===== src/design/buf_regs_pkg.sv =====
// Package: register offsets, field positions, reset values and state types
// for the buffer control/status register group.
// Assumes an 8-bit multiplexed microcontroller address/data bus.
package buf_regs_pkg;

    // ==========================================================
    // Register offsets on the microcontroller bus
    localparam logic [7:0] MISC_CONTROL_STATUS_OFS = 8'h4b;
    localparam logic [7:0] BUFFER_DATA_PORT_OFS = 8'h50;
    localparam logic [7:0] BUFFER_STATUS_CONTROL_OFS = 8'h51;

    // ==========================================================
    // Field positions
    localparam int REV_LSB = 0;           // Revision field, bits 3..0
    localparam int BURST_SEL_BIT = 4;     // DRAM burst length select
    localparam int OFFSET_LSB = 0;        // Running sync offset, bits 3..0
    localparam int FIFO_CLEAR_BIT = 4;    // FIFO clear
    localparam int ASYNC_SETUP_BIT = 5;   // async_setup_sel
    localparam int SYNC_SETUP_BIT = 6;    // Synchronous set-up select
    localparam int PULLUP_BIT = 7;        // Active pull-up enable

    // ==========================================================
    // Values after reset and fixed figures
    localparam logic BURST_SEL_RST = 1'b0;
    localparam logic [7:0] DATA_PORT_RST = 8'h00;
    localparam logic [3:0] STATUS_CTRL_RST = 4'h0;   // Control bits 7..4
    localparam logic [3:0] BURST_SHORT = 4'h4;
    localparam logic [3:0] BURST_LONG = 4'h8;
    localparam logic [2:0] ASYNC_SETUP_SHORT = 3'h1;  // Cycles of T
    localparam logic [2:0] ASYNC_SETUP_LONG = 3'h2;
    localparam logic [7:0] UNMAPPED_READ = 8'h00;

    // ==========================================================
    // Buffer data port sequencer
    typedef enum logic [1:0] {
        PORT_IDLE,
        PORT_FETCH,
        PORT_STORE
    } port_state_t;

endpackage


===== src/design/pin_sync.sv =====
// Three-stage synchroniser for a group of pins.
// Assumes each bit is independent; an output bit moves only when the
// second and third stages agree, so a single-stage glitch is ignored.
`timescale 1ns/10ps

module pin_sync #(
    parameter int W = 1,
    parameter logic [W-1:0] IDLE = '0
) (
    // Clock and reset
    input wire logic sys_clk,
    input wire logic rstn,
    // Pins in, filtered levels out
    input wire logic [W-1:0] pin_in,
    output logic [W-1:0] pin_out
);

    logic [W-1:0] stage1_q; // Metastable stage, read only by stage2
    logic [W-1:0] stage2_q;
    logic [W-1:0] stage3_q;
    logic [W-1:0] out_q;
    logic [W-1:0] agree;

    // ==========================================================
    // Shift chain
    always_ff @(posedge sys_clk or negedge rstn) begin
        if (!rstn) begin
            stage1_q <= IDLE;
            stage2_q <= IDLE;
            stage3_q <= IDLE;
        end else begin
            stage1_q <= pin_in;
            stage2_q <= stage1_q;
            stage3_q <= stage2_q;
        end
    end

    assign agree = ~(stage2_q ^ stage3_q);

    // ==========================================================
    // Accept a change per bit only when stages two and three agree
    always_ff @(posedge sys_clk or negedge rstn) begin
        if (!rstn) begin
            out_q <= IDLE;
        end else begin
            out_q <= (stage3_q & agree) | (out_q & ~agree);
        end
    end

    assign pin_out = out_q;

endmodule // pin_sync


===== src/design/setup_timer.sv =====
// Data set-up timer for the SCSI data path.
// Assumes the transfer engine pulses launch when new data is placed on
// the bus and waits for setup_done before asserting its strobe.
`timescale 1ns/10ps

module setup_timer
    import buf_regs_pkg::*;
(
    // Clock and reset
    input wire logic sys_clk,
    input wire logic rstn,
    // Mode selection
    input wire logic sync_mode,
    input wire logic [3:0] sync_period,
    input wire logic async_sel,
    input wire logic sync_sel,
    // Launch and completion
    input wire logic launch,
    output logic setup_busy,
    output logic setup_done
);

    logic [4:0] count_q;  // Remaining set-up cycles
    logic busy_q;
    logic done_q;

    // Set-up length in system clock periods, never below one
    function automatic logic [4:0] setup_len(input logic smode, input logic [3:0] p,
                                             input logic asel, input logic ssel);
        logic [4:0] len;
        len = 5'h0;
        if (!smode) begin
            len = {2'b00, asel ? ASYNC_SETUP_LONG : ASYNC_SETUP_SHORT};
        end else if (p[0]) begin
            // Odd period: (P-1)/2 normally, (P+1)/2 when lengthened
            len = ssel ? 5'({1'b0, p} + 5'h1) >> 1 : 5'({1'b0, p} - 5'h1) >> 1;
        end else begin
            len = 5'({1'b0, p} >> 1);
        end
        if (len == 5'h0) begin
            len = 5'h1;
        end
        return len;
    endfunction

    // ==========================================================
    // Count the set-up window; a launch while busy restarts it
    always_ff @(posedge sys_clk or negedge rstn) begin
        if (!rstn) begin
            count_q <= 5'h0;
            busy_q <= 1'b0;
            done_q <= 1'b0;
        end else begin
            done_q <= 1'b0;
            if (launch) begin
                count_q <= setup_len(sync_mode, sync_period, async_sel, sync_sel) - 5'h1;
                busy_q <= 1'b1;
            end else if (busy_q) begin
                if (count_q == 5'h0) begin
                    busy_q <= 1'b0;
                    done_q <= 1'b1;
                end else begin
                    count_q <= count_q - 5'h1;
                end
            end
        end
    end

    assign setup_busy = busy_q;
    assign setup_done = done_q;

endmodule // setup_timer


===== src/design/buffer_ctrl_status_regs.sv =====
// Buffer manager control/status registers on the microcontroller bus.
// Assumes the multiplexed address/data pins arrive asynchronously and the
// buffer memory arbiter, offset counter and host/buffer reset bit run on
// sys_clk.
`timescale 1ns/10ps

// Behaviour
// - Revision number reads in low four bits
// - Burst select chooses four or eight beats
// - Hardware reset clears burst select
// - Both buffer registers clear on either reset
// - Data port accesses memory at disk pointer
// - Drive-off makes port read configuration switches
// - Running synchronous offset reads in low nibble
// - FIFO clear bit empties the SCSI FIFO
// - Async set-up one or two clock periods
// - Bit seven enables SCSI active pull-ups
module buffer_ctrl_status_regs
    import buf_regs_pkg::*;
#(
    parameter int ADDR_W = 20,          // Buffer address width, 1 Mbyte
    parameter logic [3:0] CHIP_REV = 4'h1 // Arbitrary revision value
) (
    // Clock and reset
    input wire logic sys_clk,
    input wire logic rstn,
    // Microcontroller multiplexed bus pins
    input wire logic cs_n,
    input wire logic ale,
    input wire logic rd_n,
    input wire logic wr_n,
    input wire logic [7:0] ad_in,
    output logic [7:0] ad_out,
    output logic ad_oe,
    // Buffer/host reset and drive-off controls from the neighbouring register
    input wire logic host_buf_reset,
    input wire logic memory_output_drive_off,
    // Buffer memory access
    input wire logic [ADDR_W-1:0] disk_addr_ptr,
    output logic mem_req,
    output logic mem_we,
    output logic [ADDR_W-1:0] mem_addr,
    output logic [7:0] mem_wdata,
    input wire logic mem_ack,
    input wire logic [7:0] mem_rdata,
    output logic [3:0] dram_burst_beats,
    // SCSI data path
    input wire logic [3:0] sync_offset,
    output logic fifo_clear,
    output logic scsi_pullup_en,
    input wire logic sync_mode,
    input wire logic [3:0] sync_period,
    input wire logic data_launch,
    output logic setup_busy,
    output logic setup_done
);

    // ==========================================================
    // Pin synchronisation
    logic [11:0] pins_s;     // Filtered pin levels
    logic cs_n_s;
    logic ale_s;
    logic rd_n_s;
    logic wr_n_s;
    logic [7:0] ad_s;

    // Strobes idle high, ALE idles low, the data lines idle at zero
    pin_sync #(
        .W(12),
        .IDLE(12'hb00)
    ) u_pin_sync (
        .sys_clk(sys_clk),
        .rstn(rstn),
        .pin_in({cs_n, ale, rd_n, wr_n, ad_in}),
        .pin_out(pins_s)
    );

    assign cs_n_s = pins_s[11];
    assign ale_s = pins_s[10];
    assign rd_n_s = pins_s[9];
    assign wr_n_s = pins_s[8];
    assign ad_s = pins_s[7:0];

    // ==========================================================
    // Bus cycle decode
    logic ale_prev_q;          // ALE level one cycle back
    logic rd_prev_q;           // Read active one cycle back
    logic wr_prev_q;           // Write active one cycle back
    logic [7:0] addr_q;        // Latched register address
    logic [7:0] wdata_q;       // Data captured while the write strobe is low
    logic rd_act;
    logic wr_act;
    logic rd_start;
    logic wr_end;

    assign rd_act = ~cs_n_s & ~rd_n_s;
    assign wr_act = ~cs_n_s & ~wr_n_s;
    assign rd_start = rd_act & ~rd_prev_q;
    // Writes take effect at the trailing edge, when the data is surely stable
    assign wr_end = wr_prev_q & ~wr_act;

    // Address selects, used by the write and read paths alike
    function automatic logic hit(input logic [7:0] a, input logic [7:0] ofs);
        return a == ofs;
    endfunction

    // History of the strobes for edge detection
    always_ff @(posedge sys_clk or negedge rstn) begin
        if (!rstn) begin
            ale_prev_q <= 1'b0;
            rd_prev_q <= 1'b0;
            wr_prev_q <= 1'b0;
        end else begin
            ale_prev_q <= ale_s;
            rd_prev_q <= rd_act;
            wr_prev_q <= wr_act;
        end
    end

    // Address is taken on the falling edge of ALE
    always_ff @(posedge sys_clk or negedge rstn) begin
        if (!rstn) begin
            addr_q <= 8'h00;
        end else if (ale_prev_q && !ale_s) begin
            addr_q <= ad_s;
        end
    end

    // Write data follows the pins until the strobe rises
    always_ff @(posedge sys_clk or negedge rstn) begin
        if (!rstn) begin
            wdata_q <= 8'h00;
        end else if (wr_act) begin
            wdata_q <= ad_s;
        end
    end

    // ==========================================================
    // Miscellaneous control/status: revision and burst select
    logic burst_sel_q;         // Set selects eight-beat bursts

    // Only the hardware reset clears this bit, not the host/buffer reset
    always_ff @(posedge sys_clk or negedge rstn) begin
        if (!rstn) begin
            burst_sel_q <= BURST_SEL_RST;
        end else if (wr_end && hit(addr_q, MISC_CONTROL_STATUS_OFS)) begin
            // Revision bits of the write are dropped here
            burst_sel_q <= wdata_q[BURST_SEL_BIT];
        end
    end

    assign dram_burst_beats = burst_sel_q ? BURST_LONG : BURST_SHORT;

    // ==========================================================
    // Buffer status/control: control bits 7..4
    logic fifo_clear_q;
    logic async_sel_q;
    logic sync_sel_q;
    logic pullup_q;

    always_ff @(posedge sys_clk or negedge rstn) begin
        if (!rstn) begin
            {pullup_q, sync_sel_q, async_sel_q, fifo_clear_q} <= STATUS_CTRL_RST;
        end else if (host_buf_reset) begin
            {pullup_q, sync_sel_q, async_sel_q, fifo_clear_q} <= STATUS_CTRL_RST;
        end else if (wr_end && hit(addr_q, BUFFER_STATUS_CONTROL_OFS)) begin
            // Offset bits are read-only and ignored on write
            fifo_clear_q <= wdata_q[FIFO_CLEAR_BIT];
            async_sel_q <= wdata_q[ASYNC_SETUP_BIT];
            sync_sel_q <= wdata_q[SYNC_SETUP_BIT];
            pullup_q <= wdata_q[PULLUP_BIT];
        end
    end

    // The FIFO stays held empty for as long as the bit is set, so software
    // must drop it again before touching the FIFO
    assign fifo_clear = fifo_clear_q;
    assign scsi_pullup_en = pullup_q;

    // ==========================================================
    // Data set-up timing for the SCSI transfer engine
    setup_timer u_setup_timer (
        .sys_clk(sys_clk),
        .rstn(rstn),
        .sync_mode(sync_mode),
        .sync_period(sync_period),
        .async_sel(async_sel_q),
        .sync_sel(sync_sel_q),
        .launch(data_launch),
        .setup_busy(setup_busy),
        .setup_done(setup_done)
    );

    // ==========================================================
    // Buffer data port and its memory sequencer
    port_state_t port_state_q;
    logic [7:0] data_port_q;       // Byte last written or fetched
    logic [ADDR_W-1:0] mem_addr_q;
    logic [7:0] mem_wdata_q;
    logic port_rd_start;
    logic port_wr_end;

    assign port_rd_start = rd_start & hit(addr_q, BUFFER_DATA_PORT_OFS);
    assign port_wr_end = wr_end & hit(addr_q, BUFFER_DATA_PORT_OFS);

    // Sequencer: one buffer cycle per port access, none for a read with drive-off set. A new access while one
    // is in flight is dropped; the microcontroller is far slower than the
    // arbiter, so this only bites if the arbiter stalls for long.
    always_ff @(posedge sys_clk or negedge rstn) begin
        if (!rstn) begin
            port_state_q <= PORT_IDLE;
        end else if (host_buf_reset) begin
            port_state_q <= PORT_IDLE;
        end else begin
            case (port_state_q)
                PORT_IDLE: begin
                    if (port_wr_end) begin
                        port_state_q <= PORT_STORE;
                    end else if (port_rd_start && !memory_output_drive_off) begin
                        port_state_q <= PORT_FETCH;
                    end
                end
                PORT_FETCH, PORT_STORE: begin
                    // Held until the arbiter grants the cycle
                    if (mem_ack) begin
                        port_state_q <= PORT_IDLE;
                    end
                end
                default: begin
                    port_state_q <= PORT_IDLE;
                end
            endcase
        end
    end

    // Address and write data are frozen at the start of each cycle
    always_ff @(posedge sys_clk or negedge rstn) begin
        if (!rstn) begin
            mem_addr_q <= '0;
            mem_wdata_q <= 8'h00;
        end else if (port_state_q == PORT_IDLE) begin
            if (port_wr_end) begin
                mem_addr_q <= disk_addr_ptr;
                mem_wdata_q <= wdata_q;
            end else if (port_rd_start) begin
                mem_addr_q <= disk_addr_ptr;
            end
        end
    end

    // Data port register: written value, fetched byte or switch values
    always_ff @(posedge sys_clk or negedge rstn) begin
        if (!rstn) begin
            data_port_q <= DATA_PORT_RST;
        end else if (host_buf_reset) begin
            data_port_q <= DATA_PORT_RST;
        end else if (port_wr_end && port_state_q == PORT_IDLE) begin
            data_port_q <= wdata_q;
        end else if (port_rd_start && memory_output_drive_off) begin
            // Memory drivers are off, so the bus shows the switch straps
            data_port_q <= mem_rdata;
        end else if (port_state_q == PORT_FETCH && mem_ack) begin
            data_port_q <= mem_rdata;
        end
    end

    assign mem_req = port_state_q != PORT_IDLE;
    assign mem_we = port_state_q == PORT_STORE;
    assign mem_addr = mem_addr_q;
    assign mem_wdata = mem_wdata_q;

    // ==========================================================
    // Read data path: refreshed every cycle so a fetched byte appears
    // on the pins while the read strobe is still low
    logic [7:0] rd_data_q;
    logic [7:0] rd_mux;

    always_comb begin
        rd_mux = UNMAPPED_READ;
        if (hit(addr_q, MISC_CONTROL_STATUS_OFS)) begin
            rd_mux = 8'h00;
            rd_mux[REV_LSB +: 4] = CHIP_REV;
            rd_mux[BURST_SEL_BIT] = burst_sel_q;
        end else if (hit(addr_q, BUFFER_DATA_PORT_OFS)) begin
            rd_mux = data_port_q;
        end else if (hit(addr_q, BUFFER_STATUS_CONTROL_OFS)) begin
            rd_mux[OFFSET_LSB +: 4] = sync_offset;
            rd_mux[FIFO_CLEAR_BIT] = fifo_clear_q;
            rd_mux[ASYNC_SETUP_BIT] = async_sel_q;
            rd_mux[SYNC_SETUP_BIT] = sync_sel_q;
            rd_mux[PULLUP_BIT] = pullup_q;
        end
    end

    always_ff @(posedge sys_clk or negedge rstn) begin
        if (!rstn) begin
            rd_data_q <= 8'h00;
        end else begin
            rd_data_q <= rd_mux;
        end
    end

    // Drive the pins only while a selected read strobe is seen low
    assign ad_out = rd_data_q;
    assign ad_oe = rd_act;

endmodule // buffer_ctrl_status_regs


===== config.mk =====
export PLATFORM = sky130hd
export DESIGN_NAME = buffer_ctrl_status_regs
export DESIGN_NICKNAME = d
export VERILOG_FILES = /design/src/design/buf_regs_pkg.sv /design/src/design/pin_sync.sv /design/src/design/setup_timer.sv /design/src/design/buffer_ctrl_status_regs.sv
export SDC_FILE = /design/constraint.sdc
export NUM_CORES = 1
export LEC_CHECK = 0
export ABC_AREA = 1
export BUFFER_PORTS_ARGS = -buffer_cell sky130_fd_sc_hd__buf_2
export CAP_MARGIN = 15
export CORE_UTILIZATION = 56
export CTS_BUF_LIST = sky130_fd_sc_hd__clkbuf_4 sky130_fd_sc_hd__clkbuf_8
export DETAILED_ROUTE_END_ITERATION = 16
export PLACE_DENSITY_LB_ADDON = 0.3
export SLEW_MARGIN = 10
export SYNTH_ARGS = -nofsm -noshare
export SYNTH_HDL_FRONTEND = slang
export SYNTH_SLANG_ARGS = --single-unit

===== constraint.sdc =====
create_clock -name sys_clk -period 3 [get_ports sys_clk]
set_clock_uncertainty 0.15 [all_clocks]
set_input_delay 0.6 -clock sys_clk [delete_from_list [all_inputs] [get_ports sys_clk]]
set_output_delay 0.6 -clock sys_clk [all_outputs]
set_load 0.05 [all_outputs]

======== Word level (Yosys, flattened, before mapping) ========
Cells that the tools add are included.
word-level totals
  register bits ........................... 125
  input bits .............................. 55
  output and inout port bits .............. 47
  logic and storage cells ................. 112
cells by class
  $add $sub $neg .......................... 4
  equality and inequality tests ........... 8
  mux-type cells .......................... 39
  bitwise gates (word level) .............. 17
  reduce and logical (&&, ||, !) cells .... 22
operator list
  operator             count
  $mux 8               7
  $mux 20              2
  $mux 5               8
  $and 12x12->12       2
  $eq 8x7->1 const B   3
  $not 12->12          2
  $mux 1               14
  $or 12x12->12        1
  $xor 12x12->12       1
  $logic_not 5->1      2
  $mux 2               5
  $sub 5x1->5 const B  2
  $mux 4               2
  $reduce_and 2->1     4
  $reduce_bool 2->1    4
  $logic_and 1x1->1    7
  $and 1x1->1          6
  $add 4x1->5 const B  1
  $not 1->1            5
  $sub 4x1->5 const B  1
  $ne 4x4->1 const B   1
  $pmux 2 s2           1
  $reduce_bool 4->1    1
  $ne 3x3->1 const B   1
  other kinds (6)      7

======== Depth between registers and ports, before layout ========
Gate-level depths: netlist of the first run.
  depth in word-level cells ............... 10
  depth in mapped cells ................... 16

======== Hierarchy ========
A second synthesis of the first run with hierarchy kept.
unflattened totals
  cells, all modules ...................... 517
  area, all modules ....................... 5162.5 µm²
modules (own cells, without submodules)
  module                   instances  cells an instance  area an instance (µm²)  seq. area each (µm²)
  buffer_ctrl_status_regs  1          329                3113.0                  1751.7
  pin_sync                 1          96                 1411.4                  1216.2
  setup_timer              1          92                 638.1                   175.2

======== Least setup slack after synthesis of the first run ========
Ideal clock, no wire load.
  kind .................................... input -> register
  start ................................... in sync_period[3]
  end ..................................... reg u_setup_timer.count_q[4]
  setup time .............................. 123 ps
  data arrival time ....................... 2028 ps
  data required time ...................... 2727 ps
  path slack .............................. 700 ps
  stages .................................. 13
  cell sequence ........................... ha_1 > a21oi_1 > nand2_1 > nand2_1 > nand3_1 > nand3_1 > nand2_1 > nand2_1 > ha_1 > inv_1 > nor2_1 > nand3_1 > xor2_1
on the way
  cells in the longest elaborated chain, start to end .. 10
  elaborated cells between the ends (all ways) .. 11
  classes of those cells .................. add/sub (3); mux (7); reduce/logical (1)
RTL lines
  element                                            line                           RTL
  start, declared                                    buffer_ctrl_status_regs.sv:52  input wire logic [3:0] sync_period,
  $sub 4x1->5 / $add 4x1->5 (equally long branches)  setup_timer.sv:36              len = ssel ? 5'({1'b0, p} + 5'h1) >> 1 : 5'({1'b0, p} - 5'h1) >> 1;
  $mux 4                                             setup_timer.sv:36
  $mux 5 (*)                                         setup_timer.sv:34              end else if (p[0]) begin
  $mux 5 (*)                                         setup_timer.sv:32              if (!smode) begin
  $mux 5 (*)                                         setup_timer.sv:55              if (launch) begin
  $logic_not 5->1                                    setup_timer.sv:40              if (len == 5'h0) begin
  $mux 5 (*)                                         setup_timer.sv:40
  $mux 5 (*)                                         setup_timer.sv:55
  $sub 5x1->5 (*)                                    setup_timer.sv:56              count_q <= setup_len(sync_mode, sync_period, async_sel, sync_sel) - 5'h1;
  $mux 5 (*)                                         setup_timer.sv:55
  end signal, assigned                               setup_timer.sv:56
  end signal, assigned                               setup_timer.sv:63              count_q <= count_q - 5'h1;
  end, declared                                      setup_timer.sv:23              logic [4:0] count_q;
Mark *: on every way between the ends. The rest lies on a longest branch, timed or not. The select of a mux whose other input is x is not followed.
A chain may end at the register's enable or synchronous reset.

======== Worst setup path after layout of the first run ========
  start ................................... reg port_state_q[0]
  end ..................................... reg data_port_q[4]
on the way
  cells in the longest elaborated chain, start to end .. 4
  elaborated cells between the ends (all ways) .. 7
  classes of those cells .................. eq/ne (1); mux (2); reduce/logical (4)
RTL lines
  element                 line                            RTL
  start, declared         buffer_ctrl_status_regs.sv:196  port_state_t port_state_q;
  start signal, assigned  buffer_ctrl_status_regs.sv:211  port_state_q <= PORT_IDLE;
  start signal, assigned  buffer_ctrl_status_regs.sv:213  port_state_q <= PORT_IDLE;
  start signal, assigned  buffer_ctrl_status_regs.sv:218  port_state_q <= PORT_STORE;
  $logic_not 2->1         buffer_ctrl_status_regs.sv:257  end else if (port_wr_end && port_state_q == PORT_IDLE) begin
  $logic_and 1x1->1       buffer_ctrl_status_regs.sv:257
  $mux 8                  buffer_ctrl_status_regs.sv:257
  $mux 8                  buffer_ctrl_status_regs.sv:255  end else if (host_buf_reset) begin
  end signal, assigned    buffer_ctrl_status_regs.sv:258  data_port_q <= wdata_q;
  end signal, assigned    buffer_ctrl_status_regs.sv:261  data_port_q <= mem_rdata;
  end signal, assigned    buffer_ctrl_status_regs.sv:263  data_port_q <= mem_rdata;
  end, declared           buffer_ctrl_status_regs.sv:197  logic [7:0] data_port_q;
Parallel ways exist; a longest one is shown, timed or not.

==> results.md, run 1 <==
- Initial Util: 58.8%
- Routed Wire Length: 9570 µm
- Power per Cell Area: 756 nW/µm²
- Pin count of the biggest net entering global routing: 62
- Critical path origin: port_state_q[0]
- Number of synthesized flops with an enable pin: 0
- Vias in the first global route: 3506
- Hold Crit Class: in -> reg
- Top post-synthesis cells by count: nand2_1 (129), dfrtp_1 (113), inv_1 (41)
- Final ANT Viol Nets: 0
- Maxcap violations: 0
- Critical path capture point type: register
- Clock Sinks: 125
- Post-synthesis async set-or-reset flop share: 100%
- Synth-to-Final Area Change: 20.5%
- Reg-to-Reg Start: port_state_q[0]
- Number of cell rows: 33
- First DRT Iteration DRCs: 200
- Area fraction of the dominant cell type after synthesis: 57.3%
- TritonCTS Buffers: 17
- Final Power: 4.49 mW
- Final worst slack: 0.535 ns
- Global-route wire length before repair: 15700 µm
- Die area: 9180 µm²
- Hold_ws: 0.120 ns
- Clock Pin Slew Worst Setup and Hold Paths: 0.08 ns
- Top Ports: 102
- Placed insts: 660
- Synth area leader: dfrtp_1
- Setup violators final: 0
- Most common cell in the netlist: nand2_1
- Arr. time, crit path: 2.61 ns
- CP Max Fanout: 38
- Post-Syn Area per Cell: 10.6 µm²
- 1st-pass router iterations: 5
- Layout fillers: 621
- Routability Congestion: 0.837
- Clk_lat worst skew: 0.43 ns
- Initial antenna violation count: 0
- Layout cells sized above 1: 30.4%
- RSZ-0062 raised after global routing: no
- Cell area after synthesis: 4930 µm²
- Final period util: 82.2%
- Global route overflow: 0
- Final Core Density: 70.9%
- Area after DPL: 5500 µm²
- Post-CTS resize count: 0
- Flops & latches, synth: 125
- Netlist cell types: 34
- DP HPWL: 6640 µm
- Synth warn: 0
- N_diodes: 0
- I/O Buffers: 99
- Die Ht: 95.8 µm
- Static Leak: 2.98 nW
- Root Driver: clkbuf_8
- TNS Setup: 0 ns
- Final instance area: 5940 µm²
- Worst-margin pin slew: 0.671 ns
- Bufs on Longest Clock Path: 2
- Tmin final: 2.46 ns
- Final layout net count: 637
- Hold path startpoint: ad_in[1]
- Post-synthesis sequential area ratio: 63.7%
- Ys flop type: dfrtp_1
- DR vias/cell: 5.19
- Area contributors post-synth: dfrtp_1 (57%), nand2_1 (9.8%), dfstp_2 (6.4%), nand3_1 (3.7%), inv_1 (3.1%)
- CP Launch Type: register
- Slew Viols, Final: 0
- Peak VDD IR: 0.455 mV
- CP required: 3.14 ns
- Run status: finished, final reports clean
- Routed WL per cell: 13.8 µm
- Chip width: 95.8 µm
- Synth Instances: 467
- Post-Layout Cell Count: 693
- Max transition margin: 55.2%
- F_max: 406 MHz
- H-tree levels: 4
- WS Path Type: reg -> reg
- Total GRT Usage: 23.1%
- Pre-CTS setup slack: 0.380 ns
- Final Hold Fails: 0
- Remaining DRCs: 0
- Core area: 8380 µm²
- Vias: 3600
- CTS tree: done
-- registers in the layout, indices dropped and copies added, names as in the netlist, named ones only --
name	flops
u_setup_timer.count_q	5
u_pin_sync.stage3_q	12
scsi_pullup_en	1
wr_prev_q	1
fifo_clear	1
addr_q	8
u_setup_timer.setup_done	1
mem_wdata	8
ad_out	8
mem_addr	20
burst_sel_q	1
wdata_q	8
sync_sel_q	1
u_pin_sync.stage2_q	12
port_state_q	2
u_pin_sync.stage1_q	12
data_port_q	8
ale_prev_q	1
rd_prev_q	1
async_sel_q	1
u_setup_timer.setup_busy	1
-- metal layers --
metal | up-vias | global-route usage [%] | share of wire (%)
li1 | 1721 | - | -
met1 | 1737 | 30.0 | 44
met2 | 124 | 36.8 | 49
met3 | 18 | 6.32 | 5.5
met4 | 0 | 9.83 | 1.9
met5 | - | 0 | 0
-- worst max-delay path, stage by stage, from the launching register on --
cell and delay [ns]:
dfrtp_1 0.38, inv_1 0.08, ha_1 0.25, inv_1 0.17
nor2_8 0.08, inv_2 0.50, nand3_2 0.45, nand2_1 0.17
o21ai_0 0.09
-- power breakdown --
group          switching, mW  leakage, nW  internal [mW]
Combinational          0.612         1.31          0.252
Sequential             0.135         1.46           1.92
Clock                  0.697        0.214          0.875
Total                   1.44         2.98           3.05
-- cells in the final DEF, fill, tap and decap left out, drive strengths merged --
| cell type | synthesis | routed |
|---|---|---|
| a21oi | 19 | 19 |
| a221o | 1 | 1 |
| buf | 12 | 103 |
| bufinv | 0 | 3 |
| clkbuf | 4 | 19 |
| clkinv | 1 | 3 |
| clkinvlp | 0 | 2 |
| conb | 1 | 2 |
| dfrtp | 113 | 113 |
| dfstp | 12 | 12 |
| dlygate4sd3 | 0 | 1 |
| ha | 7 | 7 |
| inv | 43 | 49 |
| maj3 | 12 | 12 |
| mux2 | 9 | 9 |
| nand2 | 137 | 137 |
| nand3 | 37 | 37 |
| nand4 | 2 | 2 |
| nor2 | 21 | 21 |
| nor3 | 1 | 1 |
| nor4 | 3 | 3 |
| o21ai | 23 | 23 |
| o221ai | 1 | 1 |
| o22ai | 7 | 7 |
| xor2 | 1 | 1 |
-- cell type report --
cell class | instances | area (µm²) | share of cell area [%]
Clock inverter | 13 | 178 | 2.99
Inverter | 44 | 170 | 2.86
Sequential cell | 125 | 3140 | 52.9
Tap cell | 105 | 131 | 2.21
Multi-Input combinational cell | 283 | 1510 | 25.4
Clock buffer | 19 | 255 | 4.30
Timing Repair Buffer | 104 | 551 | 9.27
-- final timing paths --
check | endpoint | depth (start not counted) | slack (ns)
min in group asynchronous | u_pin_sync.stage1_q[5] | 2 | 0.51
max in group asynchronous | mem_wdata[1] | 3 | 1.43
setup reg to reg | data_port_q[4] | 8 | 0.54
hold / removal | u_pin_sync.stage1_q[1] | 1 | 0.12
setup / recovery | data_port_q[4] | 8 | 0.54
hold reg to reg | u_pin_sync.stage2_q[2] | 0 | 0.19
-- cell families after synthesis --
| group | synth area share, % |
|---|---|
| compound gates | 5.84 |
| xor+xnor | 0.178 |
| fa+ha+maj | 4.21 |
| buf+inv | 5.68 |
| flops | 63.7 |
| mux | 2.06 |
| other cells | 0.0760 |
| simple gates | 18.2 |
-- timing repair --
item                                   in CTS  in global routing
buffers inserted                            0                  0
endpoints found under the hold margin      33                  0
hold buffers                                1                  0
Power figures use the tool's default switching activity.
==> run 2: changes to the inputs <==
Settings changed: ABC_AREA 1 to 0, CORE_UTILIZATION 56 to 51.
Clock period 3 ns to 2.05 ns, I/O delays scaled along.
==> results.md, run 2 <==
- Vias: 3348
- Critical path capture point type: register
- H-tree levels: 4
- Register area: 3140 µm²
- Final layout net count: 568
- Final period util: 124%
- Synth Instances: 336
- CTS tree: done
- Total GRT Usage: 22.8%
- Synth-to-Final Area Change: 46.4%
- Arr. time, crit path: 2.70 ns
- Clock power frac: 35.1%
- Max reg flops: 20
- TritonCTS Buffers: 17
- Hold Crit Class: in -> reg
- Peak VDD IR: 0.652 mV
- Power per Cell Area: 1000 nW/µm²
- Synth area leader: dfrtp_1
- Placed insts: 586
- WS Path Type: reg -> reg
- Area after DPL: 5820 µm²
- Post-synthesis async set-or-reset flop share: 100%
- N_diodes: 0
- Die area: 9910 µm²
- Clock Sinks: 125
- Most common cell in the netlist: dfrtp_1
- DR vias/cell: 5.17
- Cell-internal power: 4.94 mW
- Pin count of the biggest net entering global routing: 50
- Top Ports: 102
- I/O Buffers: 99
- Number of synthesized flops with an enable pin: 0
- Worst-margin pin slew: 0.565 ns
- Global-route wire length before repair: 17200 µm
- Most Crowded Layer GR: met2
- CP Launch Type: register
- RSZ-0062 raised after global routing: yes
- Post-Syn Area per Cell: 14.4 µm²
- Max transition margin: 62.1%
- Most frequent cells in the layout: dfrtp_1 (113), buf_2 (97), buf_4 (36)
- Clock Pin Slew Worst Setup and Hold Paths: 0.08 ns
- M2 GR Usage: 38.4%
- Sequential share of power: 42.9%
- DP HPWL: 6700 µm
- Commonest non-fill, non-tap cell in the layout: dfrtp_1
- Maxcap violations: 0
- Setup violators final: 52
- Top post-synthesis cells by count: dfrtp_1 (113), mux2_2 (47), nand2_1 (18)
- Final Hold Fails: 0
- Comb pwr share: 21.9%
- Switching Share: 30.6%
- Routed WL per cell: 17.6 µm
- Ys flop type: dfrtp_1
- Core area: 9240 µm²
- Vias in the first global route: 3475
- Final instance area: 7110 µm²
- Bufs on Longest Clock Path: 2
- Violated checks: setup timing
- CP Max Fanout: 4
- Grt met1 use: 29.0%
- Die Ht: 99.5 µm
- Number of cell rows: 35
- Slew Viols, Final: 0
- Layout fillers: 538
- Pre-CTS setup slack: -0.491 ns
- NetSw: 2.18 mW
- Layout cells sized above 1: 57.0%
- Static Leak: 3.34 nW
- Remaining DRCs: 0
- Root Driver: clkbuf_8
- Tmin final: 2.53 ns
- Initial Util: 52.5%
- F_max: 395 MHz
- Clk_lat worst skew: 0.42 ns
- First DRT Iteration DRCs: 161
- Netlist cell types: 51
- Post-Layout Cell Count: 648
- Area fraction of the dominant cell type after synthesis: 58.3%
- Initial antenna violation count: 0
- Final Core Density: 76.9%
- Final worst slack: -0.484 ns
- Area taken by multi-input logic gates: 2090 µm²
- Cell area after synthesis: 4850 µm²
- Chip width: 99.5 µm
- Global route overflow: 0
- CP required: 2.21 ns
- Flops & latches, synth: 125
- Run status: complete, but fails checks
- Routability Congestion: 0.871
- Met3 Resource Use GR: 5.34%
- Routed Wire Length: 11400 µm
- Area contributors post-synth: dfrtp_1 (58%), mux2_2 (11%), dfstp_2 (6.5%), maj3_1 (2.5%), ha_1 (1.8%)
- 1st-pass router iterations: 4
- Final ANT Viol Nets: 0
- Synth warn: 0
- Post-synthesis sequential area ratio: 64.8%
## run 2: cell types whose count changed after synthesis, moves of 8 or more
cell,before,now
a21oi_1,17,7
inv_1,41,9
mux2_2,9,47
mux2i_1,0,8
nand2_1,129,18
nand3_1,36,6
nor2_1,16,7
o21ai_0,21,7
## run 2: cell families after synthesis
logic type / after synthesis / synth area share [%]
simple gates: 61 / 7.17
compound gates: 46 / 7.43
xor+xnor: 5 / 0.903
fa+ha+maj: 19 / 4.28
buf+inv: 24 / 2.81
mux: 55 / 12.6
flops: 125 / 64.8
other cells: 1 / 0.0773
## run 2: path summary, 6_finish.rpt
path	startpoint	end	slack (ns)	depth (start not counted)
setup / recovery	sync_sel_q	u_setup_timer.count_q[2]	-0.48	11
hold / removal	sync_offset[2]	ad_out[2]	0.06	2
setup reg to reg	sync_sel_q	u_setup_timer.count_q[2]	-0.48	11
hold reg to reg	u_pin_sync.stage1_q[1]	u_pin_sync.stage2_q[1]	0.20	0
max in group asynchronous	rstn	data_port_q[4]	0.83	3
min in group asynchronous	rstn	mem_wdata[4]	0.32	2
## run 2: area by class of cell
cell class              instances  share of cell area [%]
clock buffers                  17                    3.29
clock inverters                15                    3.31
inverters                       9                   0.475
multi-input cells             188                    29.4
flip-flops and latches        125                    44.2
well taps                     129                    2.27
repair buffers                165                    17.0
## run 2: through the flow
stage | power (mW) | hold WS, ns | TNS (ns)
after floorplan | 3.92 | -0.0356 | -1.75
after global placement | 4.36 | 0.182 | -7.16
after detailed placement | 4.41 | 0.185 | -9.58
after CTS | 7.04 | 0.0524 | -8.75
after global routing | 7.42 | 0.0398 | -14.74
final | 7.12 | 0.0585 | -11.34
## run 2: what timing repair did
item / 4_1_cts / 5_1_grt
gates cloned: 3 / 2
hold buffers: 13 / 0
pin swaps: 10 / 12
endpoints found under the hold margin: 28 / 0
endpoints found under the setup margin: 47 / 57
buffers inserted: 12 / 4
gates resized for setup: 53 / 52
## run 2: power groups by stage
stage	Combinational [mW]	Sequential, mW	Clock, mW
2_1_floorplan	0.506	3.41	0
3_3_place_gp	1.31	3.04	0
3_5_place_dp	1.35	3.06	0
4_1_cts	1.48	3.03	2.54
5_1_grt	1.66	3.09	2.67
6_report	1.56	3.06	2.50
## run 2: metal layers
metal / up-vias / routed length (µm)
met2: 94 / 5960
met3: 18 / 401
met4: 0 / 244
met5: - / 0
li1: 1544 / -
met1: 1692 / 4770
## run 2: critical path: stages, from the launching register on
cell	delay, ns
dfrtp_1	0.37
inv_2	0.08
buf_4	0.16
ha_4	0.29
o21ai_0	0.10
o21bai_1	0.30
xnor2_2	0.20
o21bai_4	0.09
and2_4	0.15
ha_4	0.15
xnor2_1	0.11
mux2_4	0.26
